### src/design/fcs_pkg.sv
// constants shared by both ends of the flash command sequencer link
// assumes one 10 MHz system clock and a 21-bit link address space
package fcs_pkg;
	// link address map: bit 20 set selects the register space
	localparam int REG_SPACE_BIT = 20;
	localparam logic [7:0] CFG_OFF = 8'h60;
	localparam logic [7:0] CMD_OFF = 8'h64;
	localparam logic [7:0] STAT_OFF = 8'h68;
	// flash_config_reg fields
	localparam int CFG_DONE_IE = 0;
	localparam int CFG_LOCK_IE = 2;
	localparam int CFG_REJ_IE = 3;
	localparam int CFG_SKIP = 7;
	localparam int CFG_FWS_LSB = 8;
	localparam int CFG_US_CYCLE_COUNT_LSB = 16;
	localparam logic [31:0] CFG_RESET = 32'h0000_0000;
	// command_reg fields
	localparam int CMD_KEY_LSB = 24;
	localparam int CMD_IDX_LSB = 8;
	localparam logic [7:0] CMD_KEY = 8'h5A;
	// flash_state_reg fields
	localparam int ST_DONE = 0;
	localparam int ST_LOCKF = 2;
	localparam int ST_REJ = 3;
	localparam int ST_SEC = 4;
	localparam int ST_GP_LSB = 8;
	localparam int ST_LOCK_LSB = 16;
	// command codes
	localparam logic [3:0] C_PROG = 4'h1;
	localparam logic [3:0] C_LOCK = 4'h2;
	localparam logic [3:0] C_PROG_LOCK = 4'h3;
	localparam logic [3:0] C_UNLOCK = 4'h4;
	localparam logic [3:0] C_WIPE = 4'h8;
	localparam logic [3:0] C_GP_SET = 4'hB;
	localparam logic [3:0] C_GP_CLR = 4'hD;
	localparam logic [3:0] C_SEC = 4'hF;
	// array geometry
	localparam int PAGE_W = 10;
	localparam int WORD_W = 6;
	localparam int REGIONS = 16;
	localparam int REGION_W = 4;
	localparam int GP_BITS = 3;
	localparam logic [1:0] SZ_WORD = 2'h2;
	localparam logic [1:0] FWS_MAX = 2'h3;
	// array operation times in microseconds
	localparam logic [7:0] ERASE_US = 8'h0A;
	localparam logic [7:0] PROG_US = 8'h14;
	localparam logic [7:0] NVM_US = 8'h05;
	localparam logic [7:0] WIPE_US = 8'h32;
	// host register map (AHB-Lite side)
	localparam logic [7:0] H_ADDR = 8'h00;
	localparam logic [7:0] H_WDATA = 8'h04;
	localparam logic [7:0] H_GO = 8'h08;
	localparam logic [7:0] H_STAT = 8'h0C;
	localparam logic [7:0] H_RDATA = 8'h10;
endpackage : fcs_pkg

### src/design/fcs_if.sv
// link between the bus master end and the flash sequencer end
// assumes both ends run on the same system clock
`timescale 1ns/1ps
interface fcs_if;
	logic req;
	logic wr;
	logic [1:0] size;
	logic [20:0] addr;
	logic [31:0] wdata;
	logic [31:0] rdata;
	logic ack;
	logic irq;
	modport dev(input req, wr, size, addr, wdata, output rdata, ack, irq);
	modport host(output req, wr, size, addr, wdata, input rdata, ack, irq);
endinterface : fcs_if

### src/design/fcs_device.sv
// flash command sequencer: page latch, keyed commands, lock and nvm bits
// assumes a master on fcs_if holding req until ack, and an array that
// accepts one word write per cycle on the user side
//
// What this block does
// [RL1] latch writes decode only low 8 address bits
// [RL2] master fills latch with whole words only
// [RL3] writes take one extra wait, none at 3
// [RL4] command codes decoded per fixed code table
// [RL5] command write clears done; finish sets, interrupts
// [RL6] commands need key 0x5A in top byte
// [RL7] bad key or code: reject flag, no change
// [RL8] status read clears reject and lock fault
// [RL9] locked page write or erase: lock fault only
// [RL10] skip bit clear erases page before programming
// [RL11] partial programming stays on word boundaries
// [RL12] program-then-lock locks region after programming
// [RL13] latch holds one page; command starts programming
// [RL14] erase-all refused if any region locked
// [RL15] region chosen by page index at bit 8
// [RL16] lock reads 1, unlock 0, cells inverted
// [RL17] reads served during lock and nvm commands
// [RL18] general bit index out of range ignored
// [RL19] general bit set reads 1, clear 0
// [RL20] security blocks debug; cleared by hardware erase
// [RL21] security status bit held while active
// [RL22] software sets microsecond count before commands
// [RL23] count per 1 us or 1.5 us
// [RL24] next command only after done flag
//
// Added by the designer: the AHB-Lite slave port and the address map.
`timescale 1ns/1ps
module fcs_device (
	// clock and reset
	input wire logic clk_sys_i,
	input wire logic reset_n_i,
	// link to the bus master
	fcs_if.dev bus,
	// array side
	output logic arr_erase_o,
	output logic arr_wipe_o,
	output logic arr_wr_o,
	output logic [15:0] arr_addr_o,
	output logic [31:0] arr_wdata_o,
	output logic [19:0] arr_rd_addr_o,
	input wire logic [31:0] arr_rd_data_i,
	// nonvolatile state and erase pin
	input wire logic ext_erase_i,
	output logic security_o,
	output logic [2:0] gp_nvm_o
);
	typedef enum logic [2:0] {
		S_IDLE, S_ERASE, S_PROG, S_PWAIT, S_NVM, S_WIPE, S_HWIPE
	} fcs_state_t;

	// region count, declared ahead of the lock cells that it sizes
	localparam int REGIONS_L = fcs_pkg::REGIONS;

	// access wait cycles, ack comes this many edges after acceptance
	function automatic logic [2:0] fcs_wait(input logic [1:0] read_wait_states,
		input logic is_wr);
		if (!is_wr)
			return {1'b0, read_wait_states} + 3'h1;
		else if (read_wait_states == fcs_pkg::FWS_MAX) // [RL3]
			return {1'b0, read_wait_states} + 3'h1;
		else
			return {1'b0, read_wait_states} + 3'h2; // [RL3]
	endfunction : fcs_wait

	fcs_state_t state;
	logic [31:0] latch [0:63];
	logic [31:0] cfg;
	logic acc, k_reg, k_wr;
	logic [1:0] k_size;
	logic [20:0] k_addr;
	logic [31:0] k_wdata;
	logic [2:0] wcnt;
	logic fin, cmd_wr, st_rd;
	logic done, rej, lockf;
	logic ev_done, ev_rej, ev_lockf;
	logic [REGIONS_L-1:0] cell_n;
	logic [3:0] op;
	logic [9:0] page;
	logic [5:0] widx;
	logic [7:0] pre, us_left;
	logic e1, e2, e3, e_lvl, hw_evt;
	logic arr_busy;
	logic [31:0] stat;
	logic [3:0] c_code;
	logic c_key, c_valid, c_locked;
	logic [3:0] c_region;

	// the array is busy only for page and full erase and programming
	assign arr_busy = (state == S_ERASE) || (state == S_PROG) ||
		(state == S_PWAIT) || (state == S_WIPE) || (state == S_HWIPE);
	assign fin = acc && (wcnt == 3'h0);
	assign cmd_wr = fin && k_reg && k_wr && (k_addr[7:0] == fcs_pkg::CMD_OFF);
	assign st_rd = fin && k_reg && !k_wr &&
		(k_addr[7:0] == fcs_pkg::STAT_OFF);

	// command word decode
	assign c_code = k_wdata[3:0];
	assign c_key = k_wdata[31:fcs_pkg::CMD_KEY_LSB] == fcs_pkg::CMD_KEY; // [RL6]
	assign c_region = k_wdata[17:14]; // [RL15]
	assign c_locked = !cell_n[c_region];
	always_comb begin
		unique case (c_code) // [RL4]
			fcs_pkg::C_PROG, fcs_pkg::C_LOCK, fcs_pkg::C_PROG_LOCK,
			fcs_pkg::C_UNLOCK, fcs_pkg::C_WIPE, fcs_pkg::C_GP_SET,
			fcs_pkg::C_GP_CLR, fcs_pkg::C_SEC: c_valid = c_key;
			default: c_valid = 1'b0;
		endcase
	end

	// status image; lock cells are stored inverted
	always_comb begin
		stat = 32'h0000_0000;
		stat[fcs_pkg::ST_DONE] = done;
		stat[fcs_pkg::ST_LOCKF] = lockf;
		stat[fcs_pkg::ST_REJ] = rej;
		stat[fcs_pkg::ST_SEC] = security_o; // [RL21]
		stat[fcs_pkg::ST_GP_LSB +: 3] = gp_nvm_o;
		stat[fcs_pkg::ST_LOCK_LSB +: REGIONS_L] = ~cell_n; // [RL16]
	end

	// link slave: accept, count wait states, answer with a one-cycle ack
	always_ff @(posedge clk_sys_i or negedge reset_n_i) begin
		if (!reset_n_i) begin
			acc <= 1'b0;
			wcnt <= 3'h0;
			k_reg <= 1'b0;
			k_wr <= 1'b0;
			k_size <= 2'h0;
			k_addr <= 21'h00_0000;
			k_wdata <= 32'h0000_0000;
			bus.ack <= 1'b0;
			bus.rdata <= 32'h0000_0000;
			arr_rd_addr_o <= 20'h0_0000;
		end else begin
			bus.ack <= fin;
			if (acc) begin
				if (wcnt != 3'h0)
					wcnt <= wcnt - 3'h1;
				else
					acc <= 1'b0;
			// array reads stall while the array erases or programs; register reads do not
			end else if (bus.req && !bus.ack && !(arr_busy && !bus.wr &&
				!bus.addr[fcs_pkg::REG_SPACE_BIT])) begin // [RL17]
				acc <= 1'b1;
				k_reg <= bus.addr[fcs_pkg::REG_SPACE_BIT];
				k_wr <= bus.wr;
				k_size <= bus.size;
				k_addr <= bus.addr;
				k_wdata <= bus.wdata;
				arr_rd_addr_o <= bus.addr[19:0];
				if (bus.addr[fcs_pkg::REG_SPACE_BIT])
					wcnt <= 3'h0;
				else
					wcnt <= fcs_wait(cfg[fcs_pkg::CFG_FWS_LSB +: 2], bus.wr) -
						3'h1;
			end
			if (fin && !k_wr) begin
				if (!k_reg)
					bus.rdata <= arr_rd_data_i;
				else if (k_addr[7:0] == fcs_pkg::CFG_OFF)
					bus.rdata <= cfg;
				else if (k_addr[7:0] == fcs_pkg::STAT_OFF)
					bus.rdata <= stat;
				else
					bus.rdata <= 32'h0000_0000;
			end
		end
	end

	// page latch; byte and halfword writes are dropped, not merged
	always_ff @(posedge clk_sys_i) begin
		if (fin && !k_reg && k_wr && k_size == fcs_pkg::SZ_WORD) // [RL2]
			latch[k_addr[7:2]] <= k_wdata; // [RL1] [RL13]
	end

	// configuration register
	always_ff @(posedge clk_sys_i or negedge reset_n_i) begin
		if (!reset_n_i)
			cfg <= fcs_pkg::CFG_RESET;
		else if (fin && k_reg && k_wr && k_addr[7:0] == fcs_pkg::CFG_OFF)
			cfg <= k_wdata & 32'h00FF_038D;
	end

	// erase pin: three stages, a change counts once stages two and three agree
	always_ff @(posedge clk_sys_i or negedge reset_n_i) begin
		if (!reset_n_i) begin
			e1 <= 1'b0;
			e2 <= 1'b0;
			e3 <= 1'b0;
			e_lvl <= 1'b0;
		end else begin
			e1 <= ext_erase_i;
			e2 <= e1;
			e3 <= e2;
			if (e2 == e3)
				e_lvl <= e3;
		end
	end
	assign hw_evt = (e2 == e3) && e3 && !e_lvl;

	// sequencer, its microsecond timer and the nonvolatile bits
	always_ff @(posedge clk_sys_i or negedge reset_n_i) begin
		if (!reset_n_i) begin
			state <= S_IDLE;
			op <= 4'h0;
			page <= 10'h000;
			widx <= 6'h00;
			pre <= 8'h00;
			us_left <= 8'h00;
			cell_n <= '1;
			gp_nvm_o <= 3'h0;
			security_o <= 1'b0;
			ev_done <= 1'b0;
			ev_rej <= 1'b0;
			ev_lockf <= 1'b0;
			arr_erase_o <= 1'b0;
			arr_wipe_o <= 1'b0;
			arr_wr_o <= 1'b0;
			arr_addr_o <= 16'h0000;
			arr_wdata_o <= 32'h0000_0000;
		end else begin
			ev_done <= 1'b0;
			ev_rej <= 1'b0;
			ev_lockf <= 1'b0;
			arr_erase_o <= 1'b0;
			arr_wipe_o <= 1'b0;
			arr_wr_o <= 1'b0;
			// timer ticks each us_cycle_count+1 cycles
			if (us_left != 8'h00) begin
				if (pre >= cfg[fcs_pkg::CFG_US_CYCLE_COUNT_LSB +: 8]) begin // [RL22] [RL23]
					pre <= 8'h00;
					us_left <= us_left - 8'h01;
				end else
					pre <= pre + 8'h01;
			end
			if (hw_evt) begin
				// hardware erase overrides whatever is running
				state <= S_HWIPE;
				arr_wipe_o <= 1'b1;
				pre <= 8'h00;
				us_left <= fcs_pkg::WIPE_US;
			end else begin
				unique case (state)
					S_IDLE: if (cmd_wr) begin // [RL24]
						op <= c_code;
						page <= k_wdata[17:8]; // [RL15]
						pre <= 8'h00;
						if (!c_valid) begin
							ev_rej <= 1'b1; // [RL7]
							ev_done <= 1'b1;
						end else if ((c_code == fcs_pkg::C_PROG ||
							c_code == fcs_pkg::C_PROG_LOCK) && c_locked) begin
							ev_lockf <= 1'b1; // [RL9]
							ev_done <= 1'b1;
						end else if (c_code == fcs_pkg::C_WIPE && !(&cell_n)) begin
							ev_lockf <= 1'b1; // [RL14]
							ev_done <= 1'b1;
						end else if (c_code == fcs_pkg::C_WIPE) begin
							state <= S_WIPE;
							arr_wipe_o <= 1'b1;
							us_left <= fcs_pkg::WIPE_US;
						end else if (c_code == fcs_pkg::C_PROG ||
							c_code == fcs_pkg::C_PROG_LOCK) begin
							widx <= 6'h00;
							if (cfg[fcs_pkg::CFG_SKIP])
								state <= S_PROG; // [RL10] [RL11]
							else begin
								state <= S_ERASE; // [RL10]
								arr_erase_o <= 1'b1;
								arr_addr_o <= {k_wdata[17:8], 6'h00};
								us_left <= fcs_pkg::ERASE_US;
							end
						end else begin
							state <= S_NVM;
							us_left <= fcs_pkg::NVM_US;
						end
					end
					S_ERASE: if (us_left == 8'h00)
						state <= S_PROG;
					S_PROG: begin
						// stream the latch into the array, one word a cycle
						arr_wr_o <= 1'b1; // [RL13]
						arr_addr_o <= {page, widx};
						arr_wdata_o <= latch[widx];
						widx <= widx + 6'h01;
						if (widx == 6'h3F) begin
							state <= S_PWAIT;
							pre <= 8'h00;
							us_left <= fcs_pkg::PROG_US;
						end
					end
					S_PWAIT: if (us_left == 8'h00) begin
						if (op == fcs_pkg::C_PROG_LOCK) begin
							state <= S_NVM; // [RL12]
							pre <= 8'h00;
							us_left <= fcs_pkg::NVM_US;
						end else begin
							state <= S_IDLE;
							ev_done <= 1'b1; // [RL5]
						end
					end
					S_NVM: if (us_left == 8'h00) begin
						state <= S_IDLE;
						ev_done <= 1'b1; // [RL5]
						if (op == fcs_pkg::C_LOCK || op == fcs_pkg::C_PROG_LOCK)
							cell_n[page[9:6]] <= 1'b0; // [RL16] [RL12]
						else if (op == fcs_pkg::C_UNLOCK)
							cell_n[page[9:6]] <= 1'b1; // [RL16]
						else if (op == fcs_pkg::C_SEC)
							security_o <= 1'b1; // [RL20]
						else if (page < 10'(fcs_pkg::GP_BITS)) // [RL18]
							gp_nvm_o[page[1:0]] <= (op == fcs_pkg::C_GP_SET); // [RL19]
					end
					S_WIPE: if (us_left == 8'h00) begin
						state <= S_IDLE;
						ev_done <= 1'b1;
					end
					S_HWIPE: if (us_left == 8'h00) begin
						// bits clear after the wipe, security in the same cycle as the rest
						state <= S_IDLE;
						cell_n <= '1;
						gp_nvm_o <= 3'h0;
						security_o <= 1'b0; // [RL20]
						ev_done <= 1'b1;
					end
				endcase
			end
		end
	end

	// flags: hardware set wins over the clear in the same cycle
	always_ff @(posedge clk_sys_i or negedge reset_n_i) begin
		if (!reset_n_i) begin
			done <= 1'b1;
			rej <= 1'b0;
			lockf <= 1'b0;
		end else begin
			if (ev_done)
				done <= 1'b1;
			else if (cmd_wr)
				done <= 1'b0; // [RL5]
			if (ev_rej)
				rej <= 1'b1;
			else if (st_rd)
				rej <= 1'b0; // [RL8]
			if (ev_lockf)
				lockf <= 1'b1;
			else if (st_rd)
				lockf <= 1'b0; // [RL8]
		end
	end

	// controller interrupt line, a registered level
	always_ff @(posedge clk_sys_i or negedge reset_n_i) begin
		if (!reset_n_i)
			bus.irq <= 1'b0;
		else
			bus.irq <= (done && cfg[fcs_pkg::CFG_DONE_IE]) || // [RL5]
				(lockf && cfg[fcs_pkg::CFG_LOCK_IE]) || // [RL14]
				(rej && cfg[fcs_pkg::CFG_REJ_IE]);
	end
endmodule : fcs_device

### src/flat_wrapper.sv
// flat-port wrapper written by rule: the top's interface ports become plain ports
module fcs_device_flat 
  (clk_sys_i, reset_n_i, arr_erase_o, arr_wipe_o, arr_wr_o, arr_addr_o, arr_wdata_o, arr_rd_addr_o, arr_rd_data_i, ext_erase_i, security_o, gp_nvm_o, bus_req, bus_wr, bus_size, bus_addr, bus_wdata, bus_rdata, bus_ack, bus_irq);
  fcs_if bus_i ();
  input wire logic clk_sys_i;
  input wire logic reset_n_i;
  output logic arr_erase_o;
  output logic arr_wipe_o;
  output logic arr_wr_o;
  output logic [15:0] arr_addr_o;
  output logic [31:0] arr_wdata_o;
  output logic [19:0] arr_rd_addr_o;
  input wire logic [31:0] arr_rd_data_i;
  input wire logic ext_erase_i;
  output logic security_o;
  output logic [2:0] gp_nvm_o;
  input wire logic [$bits(bus_i.req)-1:0] bus_req;
  input wire logic [$bits(bus_i.wr)-1:0] bus_wr;
  input wire logic [$bits(bus_i.size)-1:0] bus_size;
  input wire logic [$bits(bus_i.addr)-1:0] bus_addr;
  input wire logic [$bits(bus_i.wdata)-1:0] bus_wdata;
  output wire logic [$bits(bus_i.rdata)-1:0] bus_rdata;
  output wire logic [$bits(bus_i.ack)-1:0] bus_ack;
  output wire logic [$bits(bus_i.irq)-1:0] bus_irq;
  assign bus_i.req = bus_req;
  assign bus_i.wr = bus_wr;
  assign bus_i.size = bus_size;
  assign bus_i.addr = bus_addr;
  assign bus_i.wdata = bus_wdata;
  assign bus_rdata = bus_i.rdata;
  assign bus_ack = bus_i.ack;
  assign bus_irq = bus_i.irq;
  fcs_device u_core (.clk_sys_i(clk_sys_i), .reset_n_i(reset_n_i), .bus(bus_i), .arr_erase_o(arr_erase_o), .arr_wipe_o(arr_wipe_o), .arr_wr_o(arr_wr_o), .arr_addr_o(arr_addr_o), .arr_wdata_o(arr_wdata_o), .arr_rd_addr_o(arr_rd_addr_o), .arr_rd_data_i(arr_rd_data_i), .ext_erase_i(ext_erase_i), .security_o(security_o), .gp_nvm_o(gp_nvm_o));
endmodule
### config.mk
export PLATFORM = sky130hd
export DESIGN_NAME = fcs_device_flat
export DESIGN_NICKNAME = d
export VERILOG_FILES = /design/src/design/fcs_pkg.sv /design/src/design/fcs_if.sv /design/src/design/fcs_device.sv /design/src/flat_wrapper.sv
export SDC_FILE = /design/constraint.sdc
export NUM_CORES = 2
export LEC_CHECK = 0
export ABC_AREA = 1
export BUFFER_PORTS_ARGS = -buffer_cell sky130_fd_sc_hd__buf_2
export CORE_MARGIN = 4
export CORE_UTILIZATION = 26
export CTS_CLUSTER_DIAMETER = 80
export CTS_CLUSTER_SIZE = 24
export DETAILED_ROUTE_END_ITERATION = 8
export PLACE_DENSITY_LB_ADDON = 0.05
export SYNTH_ARGS = -nofsm -noshare
export SYNTH_HDL_FRONTEND = slang
export SYNTH_SLANG_ARGS = --single-unit
### constraint.sdc
create_clock -name clk_sys_i -period 4.9 [get_ports clk_sys_i]
set_input_delay 1.225 -clock clk_sys_i [delete_from_list [all_inputs] [get_ports clk_sys_i]]
set_output_delay 1.225 -clock clk_sys_i [all_outputs]
set_load 0.005 [all_outputs]
# [Word level (Yosys, flattened, before mapping)]
# Memories as Yosys holds them, arrays and structs flattened. A register that Yosys moved wholly into a read port is not among the register bits.
# Index checks and enable logic that the tools add are counted.
[totals] wordCells=306 inputBits=92 n_memories=1 mem_bits_rw=2048 ff_bits=204
[op_classes] n_eq_ne=51 n_addsub=7 magnitude_cmp=7 reduce_logical=66 n_mux=133 n_bitwise=6
[memory_table] name="u_core.latch" words=64 width=32 read_ports=1 rd_clocked_by_memory_dff=1 write_ports=1 line="fcs_device.sv:71" text="logic [31:0] latch [0:63];"
[ops] operator="$mux W16" count=11
[ops] operator="$mux W8" count=20
[ops] operator="$mux W32" count=3
[ops] operator="$mux W3" count=26
[ops] operator="$pmux W16 S2" count=2
[ops] operator="$mux W1" count=53
[ops] operator="$pmux W8 S3" count=2
[ops] operator="$mux W6" count=6
[ops] operator="$eq A8 B7 Y1 const B" count=4
[ops] operator="$not A16 Y16" count=2
[ops] operator="$eq A4 B4 Y1 const B" count=6
[ops] operator="$logic_and A1 B1 Y1" count=24
[ops] operator="$reduce_and A8 Y1" count=3
[ops] operator="$ne A2 B2 Y1 const B" count=9
[ops] operator="$and A16 B16 Y16" count=1
[ops] operator="$eq A4 B2 Y1 const B" count=4
[ops] operator="$or A16 B16 Y16" count=1
[ops] operator="$reduce_and A16 Y1" count=1
[ops] operator="$ne A3 B2 Y1 const B" count=5
[ops] operator="$pmux W3 S5" count=1
[ops] operator="$ne A2 B1 Y1 const B" count=6
[ops] operator="$ne A3 B1 Y1 const B" count=4
[ops] operator="$pmux W6 S2" count=1
[ops] operator="$reduce_bool A2 Y1" count=6
[ops] operator="42 further kinds" count=69

# [Depth between registers and ports, before layout]
[logic_depth] word_depth=15 mapped_depth=17 ltp_nobuf=17

# [Worst setup path after synthesis]
# Ideal clock, no wire load.
[synth_timing] path_kind="reg-to-reg" startpoint="register u_core.wcnt[0]" endpoint="memory u_core.latch[15][0], enable pin" arrival_time_ns=2.669 path_slack_ns=1.810 setup_ns=0.421 stages_incl_launch_ff=9 cell_sequence="dfrtp_1 -> inv_1 -> ha_1 -> nand3_1 -> inv_1 -> nand4_1 -> nor2_1 -> nand3_1 -> nor2_1"
[synth_between] elab_chain_cells=7
[synth_rtl] element="start, declared" line="fcs_device.sv:77" text="logic [2:0] wcnt;"
[synth_rtl] element="start signal, assigned" line="fcs_device.sv:143" text="wcnt <= wcnt - 3'h1;"
[synth_rtl] element="start signal, assigned" line="fcs_device.sv:159" text="wcnt <= fcs_wait(cfg[fcs_pkg::CFG_FWS_LSB +: 2], bus.wr) -"
[synth_rtl] element="$logic_not A3 Y1" line="fcs_device.sv:96" text="assign fin = acc && (wcnt == 3'h0);"
[synth_rtl] element="$logic_and A1 B1 Y1" line="fcs_device.sv:96"
[synth_rtl] element="net u_core.fin" line="fcs_device.sv:78" text="logic fin, cmd_wr, st_rd;"
[synth_rtl] element="$logic_and A1 B1 Y1 (3 in a row)" line="fcs_device.sv:177" text="if (fin && !k_reg && k_wr && k_size == fcs_pkg::SZ_WORD)"
[synth_rtl] element="$mux W1" line="fcs_device.sv:177"
[synth_rtl] element="$mux W1 (implied by the code)" line="fcs_device.sv:178" text="latch[k_addr[7:2]] <= k_wdata;"
[synth_rtl] element="end, declared" line="fcs_device.sv:71"
# The timed path passes the listed nets, and every way through them passes these cells.

==> flow_metrics.py <==
metrics = {
    "sta": {
        "hold_violations": 0,
        "fin_tns_setup_ns": 0,
        "rsz0062_at_grt": "false",
        "relSlewSlack": 0.226,
        "fin_crit_ns": 3.92,
        "timing.hold.ws_ns": 0.323,
        "tightest_slew_ns": 1.16,
        "fmax_ghz": 0.255,
        "skew_ns": 0.0662,
        "finalCritPeriodShare": 0.799,
        "setup_violations": 0,
        "slew_viol_final": 0,
    },
    "synth": {
        "synth.most_common_cell": "edfxtp_1",
        "synth.area.mux_share": 0.00333,
        "ys_ff_latch": 2276,
        "synth_top_family_by_area": "simple AND/OR/NAND/NOR gates",
        "synth_nets": 7587,
        "synth.top_cell.area_share": 0.673,
        "synth_area_leader_cell": "edfxtp_1",
        "syn-cell-area_um2": 91400,
        "netlist-cell-type-count": 50,
        "yosys.area_share.simple": 0.119,
        "synth_xor_area_frac": 0.000958,
        "yosysSeqAreaShare": 0.736,
        "synthFlopType": "edfxtp_1",
        "async_flop_share": 0.100,
        "synth_edf_count": 2048,
        "synth_compound_gate_area_share": 0.108,
        "syn-mean-instance-area_um2": 12.2,
        "synth_adder_area_share": 0.00233,
        "syn_inst": 7478,
        "synth_warnings": 0,
        "yosys-top-cells-count": "2,048 x edfxtp_1, 1,195 x nor2_1, 944 x o21ai_0",
        "ys_top_cells_by_area": "edfxtp_1 67%, dfrtp_1 5.8%, o21ai_0 5.2%",
    },
    "critical_path": {
        "critPathCaptureType": "flip-flop",
        "critPathMaxFanout": 72,
        "start_kind": "flip-flop",
        "critPathArrivalTime_ns": 4.73,
        "worstSetupPathType": "flip-flop to flip-flop",
        "crit_required_ns": 5.72,
    },
    "floorplanning": {
        "core_area_um2": 350000,
        "io_pins": 201,
        "fp.dieW_um": 601,
        "start_util": 0.261,
        "die_area_um2": 361000,
        "placementRows": 217,
        "dieHeight_um": 601,
    },
    "clock_tree": {
        "cts-root-buf": "clkbuf_16",
        "postCtsHoldBufs": 0,
        "clock_sinks": 2276,
        "clk_pin_slew_worst_paths_ns": 0.09,
        "cts_tree": "done",
        "cts_resized": 0,
        "cts_htree_levels": 4,
        "clock_latency_ns": 0.88,
        "post-cts-setup-buffers": 0,
        "numCtsBuffers": 156,
        "clockBufferDepth": 4,
    },
    "status": {
        "status": "completed",
    },
    "route": {
        "antenna_left": 0,
        "viasPerCell": 4.93,
        "drtPass1Iterations": 5,
        "wl_um": 351000,
        "drt-initial-drc-count": 5466,
        "post_drt_wl_per_cell_um": 28.4,
        "vias": 60970,
        "drc": 0,
    },
    "finish": {
        "fin_cells": 12370,
        "finalInstanceArea_um2": 105000,
        "nFillCells": 35395,
        "final_util": 0.299,
        "seq_area_um2": 67300,
        "multi_input_area_um2": 21900,
        "area.growth.synth_to_final_pct": 14.6,
        "layout.nets": 7734,
        "drive_above_1_share": 0.120,
        "largest_register_ffs": 2048,
    },
    "power": {
        "pwr_density_cell_nw_per_um2": 485,
        "peakVddDrop_mv": 0.309,
        "power_leakage_nw": 35.4,
    },
    "place": {
        "dpl_cell_area_um2": 99300,
        "dp.cells": 12066,
        "dp_hpwl_um": 207000,
        "gp_congestion": 0.767,
        "io_buffers": 200,
    },
    "global_route": {
        "antenna_found_initial": 44,
        "grt_use_total": 0.188,
        "grt_pass1_wl_um": 491000,
        "grt_pass1_vias": 60284,
        "overflow": 0,
        "grt_max_degree": 153,
    },
    "flow_run": {
        "cap_viol_max_count": 0,
    },
    "hold_path": {
        "worst_hold_path_type": "input pin to async pin",
    },
}
## power breakdown
| group | switching [mW] | internal [mW] | total, mW |
|---|---|---|---|
| clock | 7.76 | 6.68 | 14.4 |
| sequential | 1.90 | 24.3 | 26.2 |
| combinational | 7.83 | 2.39 | 10.2 |
| total | 17.5 | 33.3 | 50.8 |
## worst paths after layout
| path | from | endpoint | slack, ns | cells past startpoint |
|---|---|---|---|---|
| worst max-delay path | u_core.widx[0] | u_core.arr_wdata_o[2] | 0.98 | 9 |
| worst min-delay path | reset_n_i | u_core.arr_addr_o[6] | 0.32 | 1 |
| worst max register to register | u_core.widx[0] | u_core.arr_wdata_o[2] | 0.98 | 9 |
| worst min register to register | u_core.e1 | u_core.e2 | 0.36 | 0 |
| max in group asynchronous | reset_n_i | u_core.k_wdata[14] | 3.53 | 2 |
| min in group clk_sys_i | u_core.e1 | u_core.e2 | 0.36 | 0 |
## layout make-up
type,instances,share of cell area
multi-input cells,4537,0.209
repair buffers,490,0.0356
inverters,164,0.00621
diodes,22,0.000526
clock buffers,168,0.0388
flip-flops and latches,2276,0.643
well taps,4599,0.0550
clock inverters,114,0.0121
## cell usage in the layout (no fill, tap or decap), types with 22 or more instances in the layout
cell type  netlist  routed
edfxtp_1      2048    2048
nor2_1        1195    1129
o21ai_0        944     944
nand2_1        885     885
nand3_1        502     501
o22ai_1        456     456
buf_4           15     247
buf_2          133     199
dfrtp_1        211     173
a21oi_1        170     170
clkbuf_16        0     161
inv_1          144     142
o21ai_1        125     125
nor2_4           2      67
nor3_1          54      54
buf_12           0      43
dfrtp_2          0      33
o31ai_1         29      29
a211oi_1        28      28
mux2_1          24      24
diode_2          0      22
inv_8            0      22
## metal layers
metal	wire length (um)	vias up	track usage
met5	103	-	0
met4	6190	16	0.0320
met3	16900	278	0.0245
met2	160000	1475	0.300
met1	168000	31706	0.277
li1	-	27495	-
## through the flow
step,power (mW),setup WS (ns)
3_5_place_dp,37.1,0.804
5_1_grt,53.3,0.741
3_3_place_gp,37.1,0.809
4_1_cts,51.7,0.807
6_report,50.8,0.983
2_1_floorplan,30.7,1.81
## logic make-up after synthesis
group | Yosys count
AO/OA/AOI/OAI | 1805
XOR/XNOR | 10
adder cells (fa/ha/maj) | 17
buffers and inverters | 665
flip-flops | 2276
multiplexers | 27
AND/OR/NAND/NOR | 2678
## worst max-delay path, cell delays in order, from the launching register on
cell	delay (ns)
dfrtp_4	0.77
buf_12	0.37
buf_12	0.33
buf_4	0.44
a21oi_1	0.11
a211oi_1	0.56
o21ai_1	0.40
nand3_1	0.48
nand3_1	0.14
nand2_1	0.09
No activity file was read; power rests on OpenSTA's default activity.
